**src/rtc_defs.svh**
```systemverilog
// Register offsets, field positions, reset values and timing constants of the real-time counter.
`ifndef RTC_DEFS_SVH
`define RTC_DEFS_SVH
`define RTC_A_CTRL 4'h0
`define RTC_A_STATUS 4'h1
`define RTC_A_INTCTRL 4'h2
`define RTC_A_INTFLAGS 4'h3
`define RTC_A_CNT 4'h4
`define RTC_A_PER 4'h5
`define RTC_A_CMP 4'h6
`define RTC_A_CLOCK_SOURCE_SELECT 4'h7
`define RTC_A_CORRECTION_VALUE_REGISTER 4'h8
`define RTC_A_PITCTRL 4'h9
`define RTC_A_PITINTCTRL 4'hA
`define RTC_A_PITFLAGS 4'hB
`define RTC_A_PITSTATUS 4'hC
`define RTC_B_CTRL 0
`define RTC_B_CNT 1
`define RTC_B_PER 2
`define RTC_B_CMP 3
`define RTC_B_PIT 4
`define RTC_F_OVF 0
`define RTC_F_CMP 1
`define RTC_ZERO16 16'h0000
`define RTC_PER_RST 16'hFFFF
`define RTC_PIT_MIN 4'h1
`define RTC_PIT_MAX 4'hE
`define RTC_PIT_DIV16 4'h3
`define RTC_EVT_LSB 5
`define RTC_EVT_MSB 12
`define RTC_CORR_WINDOW 20'hF_4240
`define RTC_ULP32_LAST 5'h1F
`endif

```
**src/rtc_pkg.sv**
```systemverilog
// Types shared by the real-time counter and periodic timer.
package rtc_pkg;
	typedef struct packed {
		logic wr;
		logic rd;
		logic [3:0] addr;
		logic [15:0] wdata;
	} rtc_bus_t;
	typedef struct packed {
		logic [3:0] presc;
		logic corr;
		logic en;
	} rtc_ctrl_t;
	typedef struct packed {
		logic [3:0] period;
		logic en;
	} rtc_pitctrl_t;
	typedef struct packed {
		logic neg;
		logic [6:0] err;
	} rtc_correction_value_register_t;
	typedef enum logic [1:0] {rtc_src_xtal, rtc_src_ext, rtc_src_ulp, rtc_src_ulp32} rtc_clock_source_select_t;
endpackage : rtc_pkg

```
**src/rtc_top.sv**
```systemverilog
// Real-time counter and periodic timer sharing one timebase prescaler.
// Overview of operation
// - Count prescaled ticks in 16 bits, compare with period and compare values.
// - Compare event on first count after counter equals compare value.
// - Wrap event on first count after counter equals period value.
// - Wrap returns counter to zero, cycling zero to period.
// - Timebase from crystal, external clock, low-power oscillator, or oscillator/32.
// - Timebase divided by a programmable 15-bit prescaler before the counter.
// - Correction adjustable in one ppm steps up to 127 ppm either way.
// - Correction skips counts or inserts counts depending on error sign.
// - Periodic timer shares the timebase and is enabled independently.
// - Periodic irq every 4 to 32768 clocks; level events 64 to 8192.
// - Counter enable bit starts and stops the counter.
// - Periodic timer enable bit starts and stops the periodic timer.
// - Counter and periodic timer derive timing from one prescaler counter.
// - Prescaler stopped when both enables clear, runs when either set.
// - First tick after enable comes anywhere within one full period.
// - Periodic output toggles every half period while the periodic timer is enabled with period 1 to 14.
// - Divide-by-sixteen setting follows prescaler bit 3, period sixteen clocks.
// - Correction adds or removes error-value cycles per million cycles.
// - Interrupt request while flag and enable set, until flag cleared.
// - Counter and timer run from timebase, updates apply after synchronisation.
//
// Strobed register access and the address map were left to the implementer.
`timescale 1ns/100ps
`include "rtc_defs.svh"
module rtc_top #(
	parameter logic [19:0] CORR_WINDOW = `RTC_CORR_WINDOW
) (
	// Clock and reset
	input wire logic clk,
	input wire logic rst,
	// Register port
	input rtc_pkg::rtc_bus_t bus,
	output logic [15:0] rdata,
	// Timebase sources
	input wire logic crystal_input_pin,
	input wire logic ext_clock_pin,
	input wire logic internal_low_power_osc,
	// Requests and events
	output logic irq_rtc,
	output logic irq_pit,
	output logic evt_wrap,
	output logic evt_compare,
	output logic [7:0] evt_pit
);
	import rtc_pkg::*;

	// Pin synchronisers; stage one feeds only stage two.
	logic [2:0] s1_q, s2_q, s3_q;
	logic [4:0] div_q, div_d;
	logic [2:0] rise;
	always_comb begin
		rise = s2_q & ~s3_q;
		div_d = rise[2] ? div_q + 5'h01 : div_q;
	end
	always_ff @(posedge clk) begin
		s1_q <= {internal_low_power_osc, ext_clock_pin, crystal_input_pin};
		s2_q <= s1_q;
		// The edge detector follows the pins through reset, so release never shows a false edge.
		s3_q <= s2_q;
		div_q <= rst ? 5'h00 : div_d;
	end

	// Register and timebase state.
	rtc_ctrl_t ctrl_q, ctrl_d, ctrl_act_q, ctrl_act_d;
	rtc_pitctrl_t pitc_q, pitc_d, pitc_act_q, pitc_act_d;
	rtc_correction_value_register_t correction_value_register_q, correction_value_register_d;
	rtc_clock_source_select_t clock_source_select_q, clock_source_select_d;
	logic [1:0] inten_q, inten_d, flags_q, flags_d, fset, fclr;
	logic [15:0] cnt_q, cnt_d, cnt_wr_q, cnt_wr_d;
	logic [15:0] per_q, per_d, per_act_q, per_act_d;
	logic [15:0] cmp_q, cmp_d, cmp_act_q, cmp_act_d;
	logic [4:0] busy_q, busy_d;
	logic pi_en_q, pi_en_d, pit_flag_q, pit_flag_d;
	logic [14:0] presc_q, presc_d;
	logic [19:0] acc_q, acc_d, win_q, win_d, acc_sum;
	logic corr_run_q, corr_run_d, pit_prev_q, pit_prev_d, pit_lvl;
	logic [15:0] rdata_q, rdata_d, sum;
	logic irq_rtc_q, irq_rtc_d, irq_pit_q, irq_pit_d;
	logic evt_wrap_q, evt_cmp_q;
	logic [7:0] evt_pit_q, evt_pit_d;
	logic tick, run, fire, rtc_tick, cnt_load, wr_ctrl;
	logic [1:0] step;

	always_comb begin
		// Timebase tick from the selected source.
		case (clock_source_select_q)
			rtc_src_xtal: tick = rise[0];
			rtc_src_ext: tick = rise[1];
			rtc_src_ulp: tick = rise[2];
			rtc_src_ulp32: tick = rise[2] && div_q == `RTC_ULP32_LAST;
			default: tick = 1'b0;
		endcase
		run = ctrl_act_q.en | pitc_act_q.en;
		// Spread err corrections evenly over each correction window.
		acc_sum = acc_q + {13'h0000, correction_value_register_q.err};
		fire = corr_run_q && acc_sum >= CORR_WINDOW;
		step = fire ? (correction_value_register_q.neg ? 2'h2 : 2'h0) : 2'h1;
		sum = {1'b0, presc_q} + {14'h0000, step};
		// The counter ticks when prescaler bit presc changes.
		rtc_tick = tick && run && ((sum >> ctrl_act_q.presc) != ({1'b0, presc_q} >> ctrl_act_q.presc));
		cnt_load = tick && busy_q[`RTC_B_CNT];
		wr_ctrl = bus.wr && bus.addr == `RTC_A_CTRL;
		// Settings cross into the timebase on its next tick.
		ctrl_act_d = tick ? ctrl_q : ctrl_act_q;
		pitc_act_d = tick ? pitc_q : pitc_act_q;
		per_act_d = tick ? per_q : per_act_q;
		cmp_act_d = tick ? cmp_q : cmp_act_q;
		busy_d = tick ? 5'h00 : busy_q;
		ctrl_d = ctrl_q;
		pitc_d = pitc_q;
		correction_value_register_d = correction_value_register_q;
		clock_source_select_d = clock_source_select_q;
		inten_d = inten_q;
		pi_en_d = pi_en_q;
		per_d = per_q;
		cmp_d = cmp_q;
		cnt_wr_d = cnt_wr_q;
		fclr = 2'h0;
		pit_flag_d = pit_flag_q;
		if (bus.wr) begin
			case (bus.addr)
				`RTC_A_CTRL: begin
					ctrl_d = rtc_ctrl_t'(bus.wdata[5:0]);
					busy_d[`RTC_B_CTRL] = 1'b1;
				end
				`RTC_A_INTCTRL: inten_d = bus.wdata[1:0];
				`RTC_A_INTFLAGS: fclr = bus.wdata[1:0];
				`RTC_A_CNT: begin
					cnt_wr_d = bus.wdata;
					busy_d[`RTC_B_CNT] = 1'b1;
				end
				`RTC_A_PER: begin
					per_d = bus.wdata;
					busy_d[`RTC_B_PER] = 1'b1;
				end
				`RTC_A_CMP: begin
					cmp_d = bus.wdata;
					busy_d[`RTC_B_CMP] = 1'b1;
				end
				`RTC_A_CLOCK_SOURCE_SELECT: clock_source_select_d = rtc_clock_source_select_t'(bus.wdata[1:0]);
				`RTC_A_CORRECTION_VALUE_REGISTER: correction_value_register_d = rtc_correction_value_register_t'(bus.wdata[7:0]);
				`RTC_A_PITCTRL: begin
					pitc_d = rtc_pitctrl_t'(bus.wdata[4:0]);
					busy_d[`RTC_B_PIT] = 1'b1;
				end
				`RTC_A_PITINTCTRL: pi_en_d = bus.wdata[0];
				`RTC_A_PITFLAGS: pit_flag_d = pit_flag_q & ~bus.wdata[0];
				default: ;
			endcase
		end
		// Correction window; a window in progress finishes before correction stops.
		acc_d = acc_q;
		win_d = win_q;
		corr_run_d = corr_run_q;
		if (!corr_run_q) begin
			corr_run_d = ctrl_act_q.corr;
			acc_d = 20'h0_0000;
			win_d = 20'h0_0000;
		end else if (tick && run) begin
			acc_d = fire ? acc_sum - CORR_WINDOW : acc_sum;
			win_d = win_q + 20'h0_0001;
			if (win_q == CORR_WINDOW - 20'h0_0001) begin
				win_d = 20'h0_0000;
				acc_d = 20'h0_0000;
				corr_run_d = ctrl_act_q.corr;
			end
		end
		// One shared prescaler; its phase at enable sets the first tick.
		if (!run) presc_d = 15'h0000;
		else if (tick) presc_d = sum[14:0];
		else presc_d = presc_q;
		// Counter with wrap and compare.
		fset = 2'h0;
		cnt_d = cnt_q;
		if (cnt_load) cnt_d = cnt_wr_q;
		else if (rtc_tick && ctrl_act_q.en) begin
			cnt_d = cnt_q + 16'h0001;
			if (cnt_q == per_act_q) begin
				cnt_d = `RTC_ZERO16;
				fset[`RTC_F_OVF] = 1'b1;
			end
			if (cnt_q == cmp_act_q) fset[`RTC_F_CMP] = 1'b1;
		end
		flags_d = (flags_q & ~fclr) | fset;
		// Periodic output follows prescaler bit period, toggling each half period.
		pit_lvl = pitc_act_q.en && pitc_act_q.period >= `RTC_PIT_MIN && pitc_act_q.period <= `RTC_PIT_MAX
			&& presc_q[pitc_act_q.period];
		pit_prev_d = pit_lvl;
		if (pit_lvl && !pit_prev_q) pit_flag_d = 1'b1;
		evt_pit_d = pitc_act_q.en ? presc_q[`RTC_EVT_MSB:`RTC_EVT_LSB] : 8'h00;
		irq_rtc_d = |(flags_q & inten_q);
		irq_pit_d = pit_flag_q & pi_en_q;
		// Read data stand in the cycle after the strobe.
		rdata_d = `RTC_ZERO16;
		if (bus.rd) begin
			case (bus.addr)
				`RTC_A_CTRL: rdata_d = {10'h000, ctrl_q};
				`RTC_A_STATUS: rdata_d = {12'h000, busy_q[3:0]};
				`RTC_A_INTCTRL: rdata_d = {14'h0000, inten_q};
				`RTC_A_INTFLAGS: rdata_d = {14'h0000, flags_q};
				`RTC_A_CNT: rdata_d = cnt_q;
				`RTC_A_PER: rdata_d = per_q;
				`RTC_A_CMP: rdata_d = cmp_q;
				`RTC_A_CLOCK_SOURCE_SELECT: rdata_d = {14'h0000, clock_source_select_q};
				`RTC_A_CORRECTION_VALUE_REGISTER: rdata_d = {8'h00, correction_value_register_q};
				`RTC_A_PITCTRL: rdata_d = {11'h000, pitc_q};
				`RTC_A_PITINTCTRL: rdata_d = {15'h0000, pi_en_q};
				`RTC_A_PITFLAGS: rdata_d = {15'h0000, pit_flag_q};
				`RTC_A_PITSTATUS: rdata_d = {15'h0000, busy_q[`RTC_B_PIT]};
				default: rdata_d = `RTC_ZERO16;
			endcase
		end
	end

	always_ff @(posedge clk) begin
		if (rst) begin
			ctrl_q <= rtc_ctrl_t'(6'h00);
			ctrl_act_q <= rtc_ctrl_t'(6'h00);
			pitc_q <= rtc_pitctrl_t'(5'h00);
			pitc_act_q <= rtc_pitctrl_t'(5'h00);
			correction_value_register_q <= rtc_correction_value_register_t'(8'h00);
			clock_source_select_q <= rtc_src_xtal;
			inten_q <= 2'h0;
			flags_q <= 2'h0;
			cnt_q <= `RTC_ZERO16;
			cnt_wr_q <= `RTC_ZERO16;
			per_q <= `RTC_PER_RST;
			per_act_q <= `RTC_PER_RST;
			cmp_q <= `RTC_ZERO16;
			cmp_act_q <= `RTC_ZERO16;
			busy_q <= 5'h00;
			pi_en_q <= 1'b0;
			pit_flag_q <= 1'b0;
			presc_q <= 15'h0000;
			acc_q <= 20'h0_0000;
			win_q <= 20'h0_0000;
			corr_run_q <= 1'b0;
			pit_prev_q <= 1'b0;
			rdata_q <= `RTC_ZERO16;
			irq_rtc_q <= 1'b0;
			irq_pit_q <= 1'b0;
			evt_wrap_q <= 1'b0;
			evt_cmp_q <= 1'b0;
			evt_pit_q <= 8'h00;
		end else begin
			ctrl_q <= ctrl_d;
			ctrl_act_q <= ctrl_act_d;
			pitc_q <= pitc_d;
			pitc_act_q <= pitc_act_d;
			correction_value_register_q <= correction_value_register_d;
			clock_source_select_q <= clock_source_select_d;
			inten_q <= inten_d;
			flags_q <= flags_d;
			cnt_q <= cnt_d;
			cnt_wr_q <= cnt_wr_d;
			per_q <= per_d;
			per_act_q <= per_act_d;
			cmp_q <= cmp_d;
			cmp_act_q <= cmp_act_d;
			busy_q <= busy_d;
			pi_en_q <= pi_en_d;
			pit_flag_q <= pit_flag_d;
			presc_q <= presc_d;
			acc_q <= acc_d;
			win_q <= win_d;
			corr_run_q <= corr_run_d;
			pit_prev_q <= pit_prev_d;
			rdata_q <= rdata_d;
			irq_rtc_q <= irq_rtc_d;
			irq_pit_q <= irq_pit_d;
			evt_wrap_q <= fset[`RTC_F_OVF];
			evt_cmp_q <= fset[`RTC_F_CMP];
			evt_pit_q <= evt_pit_d;
		end
	end

	assign rdata = rdata_q;
	assign irq_rtc = irq_rtc_q;
	assign irq_pit = irq_pit_q;
	assign evt_wrap = evt_wrap_q;
	assign evt_compare = evt_cmp_q;
	assign evt_pit = evt_pit_q;
endmodule : rtc_top

```
**config.mk**
```make
export PLATFORM = sky130hd
export DESIGN_NAME = rtc_top
export DESIGN_NICKNAME = d
export VERILOG_FILES = /design/src/rtc_pkg.sv /design/src/rtc_top.sv
export VERILOG_INCLUDE_DIRS = /design/src
export SDC_FILE = /design/constraint.sdc
export NUM_CORES = 1
export LEC_CHECK = 0
export BUFFER_PORTS_ARGS = -buffer_cell sky130_fd_sc_hd__buf_4
export CORE_UTILIZATION = 47
export CTS_BUF_LIST = sky130_fd_sc_hd__clkbuf_16
export DETAILED_ROUTE_END_ITERATION = 16
export GPL_ROUTABILITY_DRIVEN = 1
export PLACE_DENSITY = 0.66
export SETUP_SLACK_MARGIN = 0.5
export SLEW_MARGIN = 20
export SYNTH_ARGS = -nofsm -noshare
export SYNTH_HDL_FRONTEND = slang
export SYNTH_SLANG_ARGS = --single-unit
```
**constraint.sdc**
```tcl
create_clock -name clk -period 6.06 [get_ports clk]
set_input_delay 0.303 -clock clk [delete_from_list [all_inputs] [get_ports clk]]
set_output_delay 0.303 -clock clk [all_outputs]
set_load 0.02 [all_outputs]
```
# Yosys cells after proc, flatten, opt, wreduce, memory -nomap -nowiden

Cells that the tools add are included.

Logic and storage cells: 147
Flip-flop bits (word level): 238

$lt $le $gt $ge: 4
Mux-type cells: 31
$add $sub $neg: 6
Bitwise operators: 14
Equality and inequality tests: 20
Reduce and logical (&&, ||, !) cells: 31
Shift-type cells: 2

Operators by type and width:

| cell                                                             | count |
|---|---|
| 16-bit one-hot mux with 13 select lines                          | 1 |
| 20-bit two-way mux                                               | 3 |
| 16-bit two-way mux                                               | 3 |
| 16-bit == test                                                   | 2 |
| 20-bit by 1-bit adder with 20-bit output (second input constant) | 1 |
| 20-bit by 7-bit adder with 20-bit output                         | 1 |
| 20-bit == test (second input constant)                           | 1 |
| 4-bit == test (second input constant)                            | 5 |
| 20-bit >= comparator (second input constant)                     | 1 |
| 2-bit AND reduction                                              | 10 |
| 20-bit subtractor (second input constant)                        | 1 |
| 15-bit by 2-bit adder with 16-bit output                         | 1 |
| 16-bit by 1-bit adder with 16-bit output (second input constant) | 1 |
| 4-bit by 3-bit == test with 1-bit output (second input constant) | 4 |
| 16-bit inequality test                                           | 1 |
| 15-bit by 4-bit >> shifter with 16-bit output                    | 1 |
| 16-bit by 4-bit >> shifter with 16-bit output                    | 1 |
| 1-bit two-way mux                                                | 14 |
| 2-bit two-way mux                                                | 6 |
| 1-bit logical AND                                                | 10 |
| 5-bit two-way mux                                                | 2 |
| 2-bit OR reduction                                               | 5 |
| 4-bit by 2-bit == test with 1-bit output (second input constant) | 2 |
| 2-bit nonzero test                                               | 3 |
| other kinds (21)                                                 | 28 |

# Depth between registers and ports, before layout

Gate-level depths: netlist (run 1).

Depth after elaboration: 12
Mapped depth: 30
Depth with buffers taken out: 26

# Worst setup path after synthesis (run 1)

OpenSTA, ideal clock, no wires.

Path kind: reg2reg
Start: register correction_value_register_q[0] in the netlist's numbering
End: register cnt_q[12]
Stages on the path, launching flop included: 30
Library setup time: 0.132 ns
Path slack: -0.244 ns
Path buffers: 3
Arrival: 6.172 ns
Cell sequence: dfxtp_1 -> ha_1 -> inv_1 -> fa_1 -> nor2b_1 -> o31a_1 -> o21a_1 -> or3_1 -> and2_1 -> ha_1 -> nand4b_1 -> o311ai_1 -> a2111oi_4 -> nor2_1 -> inv_2 -> ha_1 -> fa_1 -> buf_2 -> and3_1 -> buf_2 -> a41oi_1 -> nor2_1 -> a211oi_2 -> xnor2_1 -> mux4_2 -> a41o_1 -> o311ai_4 -> and2_1 -> buf_4 -> o32ai_1

Longest elaborated chain between the ends: 10

Ends and longest elaborated chain:

| element                                       | line           | text |
|---|---|---|
| from (decl)                                   | rtc_top.sv:68  | `rtc_correction_value_register_t correction_value_register_q, correction_value_register_d;` |
| from (signal assigned)                        | rtc_top.sv:223 | `correction_value_register_q <= rtc_correction_value_register_t'(8'h00);` |
| from (signal assigned)                        | rtc_top.sv:252 | `correction_value_register_q <= correction_value_register_d;` |
| 20-bit by 7-bit adder with 20-bit output      | rtc_top.sv:97  | `acc_sum = acc_q + {13'h0000, correction_value_register_q.err};` |
| 20-bit >= comparator                          | rtc_top.sv:98  | `fire = corr_run_q && acc_sum >= CORR_WINDOW;` |
| 1-bit logical AND                             | rtc_top.sv:98  |  |
| 2-bit two-way mux                             | rtc_top.sv:99  | `step = fire ? (correction_value_register_q.neg ? 2'h2 : 2'h0) : 2'h1;` |
| 15-bit by 2-bit adder with 16-bit output      | rtc_top.sv:100 | `sum = {1'b0, presc_q} + {14'h0000, step};` |
| 16-bit by 4-bit >> shifter with 16-bit output | rtc_top.sv:102 | `rtc_tick = tick && run && ((sum >> ctrl_act_q.presc) != ({1'b0, presc_q} >> ctrl_act_q.presc));` |
| 16-bit inequality test                        | rtc_top.sv:102 |  |
| 1-bit logical AND                             | rtc_top.sv:102 |  |
| 1-bit logical AND                             | rtc_top.sv:178 | `else if (rtc_tick && ctrl_act_q.en) begin` |
| 2-bit nonzero test (no line)                  | -              |  |
| to (signal assigned)                          | rtc_top.sv:227 | `` cnt_q <= `RTC_ZERO16; `` |
| to (signal assigned)                          | rtc_top.sv:256 | `cnt_q <= cnt_d;` |
| to (decl)                                     | rtc_top.sv:71  | `logic [15:0] cnt_q, cnt_d, cnt_wr_q, cnt_wr_d;` |

No other way between the ends.
A chain may end at the register's enable or synchronous reset.

# Final worst setup path (run 1)

Start: register correction_value_register_q[0] in the netlist's numbering
End: register cnt_q[6]

Same word-level chain as after synthesis.

==> impl_metrics.json, run 1 <==
{
  "critPathMaxStageDelay_ns": 0.49,
  "antenna_left": 0,
  "setup_slack_ns": -0.125,
  "finalCritPeriodShare_pct": 102,
  "p_per_area_mw_per_mm2": 230,
  "grt_start_max_net_pins": 81,
  "layout_commonest_cell": "nand2_1",
  "cts_tree": "built",
  "violations": "negative setup slack",
  "dp_cells": 1938,
  "path_class": "reg -> reg",
  "p_comb_share_pct": 4.9,
  "die_height_microns": 167,
  "die_area_sq_mm": 0.0280,
  "final_nets": 1691,
  "grt_pass1_vias": 11500,
  "ys_types": 91,
  "track_usage_pct": 26.5,
  "fin_cells": 2006,
  "clock.fmax_mhz": 162,
  "clock_skew_ns": 0.0133,
  "worst_slew_pin_slew_ns": 0.939,
  "cp-end-kind": "flip-flop",
  "multi_input_area_sq_mm": 0.00777,
  "regArea_sq_mm": 0.00477,
  "drt_iter0_markers": 984,
  "initial_core_util_pct": 47.8,
  "slowest_stage": "or4_4",
  "synth_edf_count": 0,
  "finalInstanceArea_sq_mm": 0.0149,
  "synthArstFlopShare_pct": 0,
  "min-delay-path-class": "in -> reg",
  "timing.max_cap.violations": 0,
  "remaining_drc_errors": 0,
  "die_w_microns": 167,
  "syn_to_final_growth_pct": 16.4,
  "yosysWarnings": 0,
  "avgRoutedWirePerCell_microns": 18.8,
  "drt-pass1-iter-count": 8,
  "synth-main-ff-cell": "dfxtp_1",
  "htreeDepth": 1,
  "peakVddDrop_mv": 0.195,
  "cts-root-buf": "clkbuf_16",
  "seqPwrFrac_pct": 46.7,
  "numPortBuffers": 54,
  "maxSlewHeadroom_pct": 37.4,
  "finalWorstPathRequiredPeriod_ns": 6.19,
  "row_count": 60,
  "synthesis.nets": 1670,
  "cp_max_fo": 13,
  "switching_share_pct": 23.2,
  "finalMaxSlewViolations": 0,
  "placed_cell_area_sq_mm": 0.0137,
  "rsz0062_at_grt": "yes",
  "ys_seq_elements": 238,
  "clk_path_buf_depth": 3,
  "clkLatencyLatePin_ns": 0.56,
  "netlist_instances": 1626,
  "gp_congestion": 0.899,
  "required_ns": 6.46,
  "finalPower_mw": 3.44,
  "synth_top_cell_by_area": "dfxtp_1",
  "numCtsBuffers": 26,
  "antenna_found_initial": 0,
  "routed_wl_microns": 37600,
  "antenna_cells": 0,
  "synth_top_cell_area_share_pct": 37.1,
  "startpoint_type": "flip-flop",
  "hpwl_microns": 25600,
  "cp_data_arrival_time_ns": 6.59,
  "routed_via_density": 6.05,
  "drive_gt1_share_pct": 13.6,
  "clkPwrFrac_pct": 48.4,
  "critPathMostFrequentCell": "ha_4",
  "power_switching_mw": 0.798,
  "hold_viol": 0,
  "p_leak_nw": 5.46,
  "nFillCells": 2483,
  "dpl_worst_slack_ns": -0.00663,
  "postSynthAreaPerCell_sq_um": 7.90,
  "io_pins": 55,
  "clk_pin_slew_worst_paths_ns": 0.06,
  "synth_top_cells_by_area": "dfxtp_1 37%, nand2_1 8.2%, a21oi_1 5.3%",
  "coreArea_sq_mm": 0.0269,
  "setup_viol": 18,
  "status": "finished, violations left",
  "synth.cell_area_sq_mm": 0.0128,
  "grt_pass1_wl_microns": 60600,
  "vias": 12100,
  "p_int_mw": 2.64,
  "gr-total-overflow": 0,
  "yosysSeqAreaShare_pct": 37.1,
  "cts_sinks": 238,
  "layout_common_cells": "279 x nand2_1, 236 x dfxtp_1, 136 x a21oi_1"
}
[flip-flops by register name (all words and copies together) (netlist names), 15 cells and up]
| name | cells |
|---|---|
| per_q | 16 |
| rdata | 16 |
| cmp_q | 16 |
| win_q | 20 |
| cnt_wr_q | 16 |
| presc_q | 15 |
| acc_q | 20 |
| cmp_act_q | 16 |
| cnt_q | 16 |
| per_act_q | 16 |
[worst paths after layout]
kind | slack (ns) | depth (start not counted) | endpoint | start
setup reg to reg | -0.13 | 26 | cnt_q[6] | correction_value_register_q[0]
setup / recovery | -0.13 | 26 | cnt_q[6] | correction_value_register_q[0]
hold / removal | 0.04 | 3 | per_q[7] | bus[7]
hold reg to reg | 0.32 | 0 | s2_q[2] | s1_q[2]
[per-layer routing]
| layer | up-vias | global-route usage [%] | wire length [microns] |
|---|---|---|---|
| li1 | 5786 | - | - |
| met1 | 5802 | 35.6 | 16400 |
| met4 | 0 | 9.17 | 1030 |
| met3 | 77 | 3.03 | 2470 |
| met2 | 465 | 44.0 | 17700 |
| met5 | - | 0 | 0 |
[power by group through the flow]
stage / clock, mW / combinational, mW / sequential, mW
global route: 1.75 / 0.182 / 1.60
global placement: 0 / 0.159 / 1.64
CTS: 1.69 / 0.167 / 1.60
detailed placement: 0 / 0.160 / 1.64
finish: 1.66 / 0.169 / 1.60
floorplan: 0 / 0.103 / 1.63
[kinds of logic after synthesis]
| group | after synthesis | synth area share, % |
|---|---|---|
| compound gates | 343 | 18.0 |
| xor+xnor | 103 | 7.02 |
| fa+ha+maj | 17 | 1.77 |
| buf+inv | 157 | 4.88 |
| flops | 238 | 37.1 |
| mux | 53 | 4.88 |
| simple gates | 715 | 26.4 |
[repair_timing]
action,in CTS,in global routing
setup endpoints to repair,20,20
hold buffers,11,0
gates cloned,0,1
resized for setup,7,14
pin swaps,1,4
setup buffers,7,3
endpoints found under the hold margin,12,0
[synthesized netlist by cell type, drive strengths merged, types with 15 or more instances]
| master | number |
|---|---|
| a21oi | 138 |
| a22oi | 21 |
| and2 | 24 |
| and3 | 25 |
| buf | 27 |
| clkbuf | 102 |
| dfxtp | 238 |
| ha | 15 |
| inv | 28 |
| mux2i | 39 |
| nand2 | 282 |
| nand3 | 105 |
| nand4 | 23 |
| nor2 | 137 |
| nor2b | 17 |
| nor3 | 22 |
| nor4 | 25 |
| o21ai | 39 |
| xnor2 | 39 |
| xor2 | 64 |
[per-stage QoR]
step                      hold WS [ns]  util [%]  TNS (ns)
after floorplan                  0.310         -         0
after global placement           0.312      51.1         0
after detailed placement         0.314      51.1  -0.00818
after CTS                       0.0168      55.2         0
after global routing            0.0271      55.6     -5.65
final                           0.0405      55.6     -1.70
[worst max-delay path, delay by kind of cell (launching register included)]
kind,cells,cell delay (ns)
xor gates and xnor gates,1,0.19
buffers and inverters,2,0.14
adders and majority gates,5,0.92
DFF,1,0.33
and+or+nand+nor,8,1.77
muxes,1,0.47
AOI/OAI and AO/OA,9,2.21
[layout make-up]
cell class              count  area share [%]
repair buffers            122            6.56
multi-input cells        1231            52.0
well taps                 341            2.86
clock inverters            20            1.63
clock buffers              26            4.35
flip-flops and latches    238            31.9
inverters                  28           0.703
No activity file was read; power rests on OpenSTA's default activity.
==> run 2: changes to the inputs <==
--- a/config.mk
+++ b/config.mk
@@ -7,11 +7,10 @@
 export NUM_CORES = 1
 export LEC_CHECK = 0
 export BUFFER_PORTS_ARGS = -buffer_cell sky130_fd_sc_hd__buf_4
-export CORE_UTILIZATION = 47
+export CORE_UTILIZATION = 40
 export CTS_BUF_LIST = sky130_fd_sc_hd__clkbuf_16
 export DETAILED_ROUTE_END_ITERATION = 16
 export GPL_ROUTABILITY_DRIVEN = 1
-export PLACE_DENSITY = 0.66
 export SETUP_SLACK_MARGIN = 0.5
 export SLEW_MARGIN = 20
 export SYNTH_ARGS = -nofsm -noshare
==> impl_metrics.json, run 2 (same netlist as run 1, synthesis figures left out) <==
{
  "status": "finished, violations left",
  "violations": "negative setup slack",
  "min-delay-path-class": "in -> reg",
  "startpoint_type": "flip-flop",
  "gp_congestion": 0.918,
  "cp_data_arrival_time_ns": 6.65,
  "drt-pass1-iter-count": 8,
  "syn_to_final_growth_pct": 17.4,
  "rsz0062_at_grt": "yes",
  "hpwl_microns": 25800,
  "timing.rr.start": "acc_q[0]",
  "finalInstanceArea_sq_mm": 0.0151,
  "worst_slew_pin_slew_ns": 1.17,
  "clock_skew_ns": 0.0657,
  "timing.max_cap.violations": 0,
  "gr-total-overflow": 0,
  "drive_gt1_share_pct": 14.4,
  "remaining_drc_errors": 0,
  "clkLatencyLatePin_ns": 0.59,
  "cts_sinks": 238,
  "slowest_stage": "a2111oi_4",
  "path_class": "reg -> reg",
  "cts_tree": "built",
  "coreArea_sq_mm": 0.0316,
  "min_from": "bus[4]",
  "htreeDepth": 1,
  "setup_viol": 18,
  "initial_core_util_pct": 40.7,
  "io_pins": 55,
  "r2r_slack_ns": -0.15,
  "antenna_left": 0,
  "vias": 12200,
  "final_nets": 1701,
  "finalCritPeriodShare_pct": 102,
  "crit_start": "acc_q[0]",
  "layout_common_cells": "279 x nand2_1, 236 x dfxtp_1, 135 x nor2_1",
  "clk_pin_slew_worst_paths_ns": 0.06,
  "routed_via_density": 5.85,
  "antenna_cells": 0,
  "clk_path_buf_depth": 3,
  "routed_wl_microns": 38500,
  "p_leak_nw": 5.48,
  "whs_endpoint": "cmp_q[4]",
  "finalWorstPathRequiredPeriod_ns": 6.21,
  "numCtsBuffers": 28,
  "finalPower_mw": 3.35,
  "placed_cell_area_sq_mm": 0.0138,
  "peakVddDrop_mv": 0.232,
  "required_ns": 6.50,
  "setup_slack_ns": -0.147,
  "antenna_found_initial": 0,
  "r2r_end": "cnt_q[1]",
  "avgRoutedWirePerCell_microns": 18.5,
  "holdPathStages": 3,
  "clock.fmax_mhz": 161,
  "die_w_microns": 181,
  "drt_iter0_markers": 1143,
  "hold_viol": 0,
  "grt_pass1_vias": 11400,
  "top_regs": "acc_q x20, win_q x20",
  "path_delay_family": "compound AO/OA/AOI/OAI gates",
  "cp_max_fo": 5,
  "grt_start_max_net_pins": 61,
  "die_area_sq_mm": 0.0328,
  "critPathMaxStageDelay_ns": 0.49,
  "die_height_microns": 181,
  "p_per_area_mw_per_mm2": 222,
  "reg2reg_depth": 27,
  "numPortBuffers": 54,
  "maxSlewHeadroom_pct": 21.5,
  "grt_pass1_wl_microns": 61700,
  "track_usage_pct": 23.0,
  "cp-end-kind": "flip-flop",
  "finalMaxSlewViolations": 0,
  "critPathMostFrequentCell": "ha_4",
  "layout_commonest_cell": "nand2_1",
  "cts-root-buf": "clkbuf_16",
  "cp.buffers_inverters": 3,
  "row_count": 65
}
## run 2: changes by cell type in the layout (fill, tap and decap cells not counted), sizes merged
cell         delta
and2            +1
buf             +6
bufinv          -4
clkbuf          +1
clkinv          +3
clkinvlp        +1
dlygate4sd3     +2
inv             +3
## run 2: per-stage QoR
stage	std cells	setup slack, ns	utilization, %	TNS (ns)	hold WS, ns
6_report	2080	-0.147	47.8	-1.69	0.0277
3_3_place_gp	2003	0.0867	43.9	0	0.314
5_1_grt	2080	-0.348	47.8	-5.51	0.0258
4_1_cts	2078	0.0189	47.4	0	0.00188
3_5_place_dp	2003	-0.0659	43.9	-0.645	0.314
2_1_floorplan	1626	0.258	-	0	0.310
## run 2: cell type report
| type | instances | area [sq um] |
|---|---|---|
| fillers | 3137 | 16500 |
| clock buffers | 28 | 701 |
| repair buffers | 129 | 1030 |
| multi-input cells | 1232 | 7820 |
| inverters | 28 | 105 |
| well taps | 402 | 503 |
| clock inverters | 23 | 158 |
| flip-flops and latches | 238 | 4770 |
## run 2: how the worst max path moves through the flow
stage                 to  slack [ns]  cells past startpoint
3_5_place_dp   cnt_q[14]       -0.07                     28
3_3_place_gp   cnt_q[14]        0.09                     27
4_1_cts         cnt_q[1]        0.02                     27
2_1_floorplan   cnt_q[0]        0.26                     28
5_1_grt         cnt_q[1]       -0.35                     27
6_report        cnt_q[1]       -0.15                     27
## run 2: power breakdown
part	internal, mW	switching [mW]	total [mW]
logic	0.0586	0.111	0.170
registers	1.59	0.0167	1.60
clock network	0.881	0.698	1.58
## run 2: worst register-to-register path, cell delays in order, from the launching register on
cell	delay (ns)
dfxtp_2	0.33
ha_4	0.16
inv_2	0.05
fa_2	0.22
nor2b_4	0.05
o31a_1	0.28
o21a_1	0.19
or3_4	0.34
and2_4	0.19
ha_4	0.15
nand4b_1	0.14
o311ai_4	0.13
a2111oi_4	0.49
nor2_4	0.09
inv_2	0.10
ha_4	0.14
fa_2	0.24
nand3_4	0.13
or4_4	0.49
a32oi_2	0.24
o21ai_2	0.10
xor2_1	0.18
mux4_2	0.48
a41o_1	0.27
o311ai_4	0.41
buf_6	0.18
nand2_2	0.05
a311oi_2	0.24
## run 2: per-layer routing
layer / wire (microns) / vias up / GRT usage [%] / share of wire [%]
met5: 0 / - / 0 / 0
met4: 962 / 0 / 6.44 / 2.5
met3: 2250 / 66 / 2.48 / 5.9
met2: 17600 / 407 / 36.7 / 46
met1: 17700 / 5867 / 32.8 / 46
li1: - / 5828 / - / -
## run 2: repair_timing
| item | in CTS | in global routing |
|---|---|---|
| hold buffers | 13 | 0 |
| setup buffers | 9 | 2 |
| pin swaps | 5 | 10 |
| endpoints found under the hold margin | 28 | 0 |
| resized for setup | 11 | 23 |
| cloned | 2 | 0 |
| setup endpoints to repair | 20 | 20 |
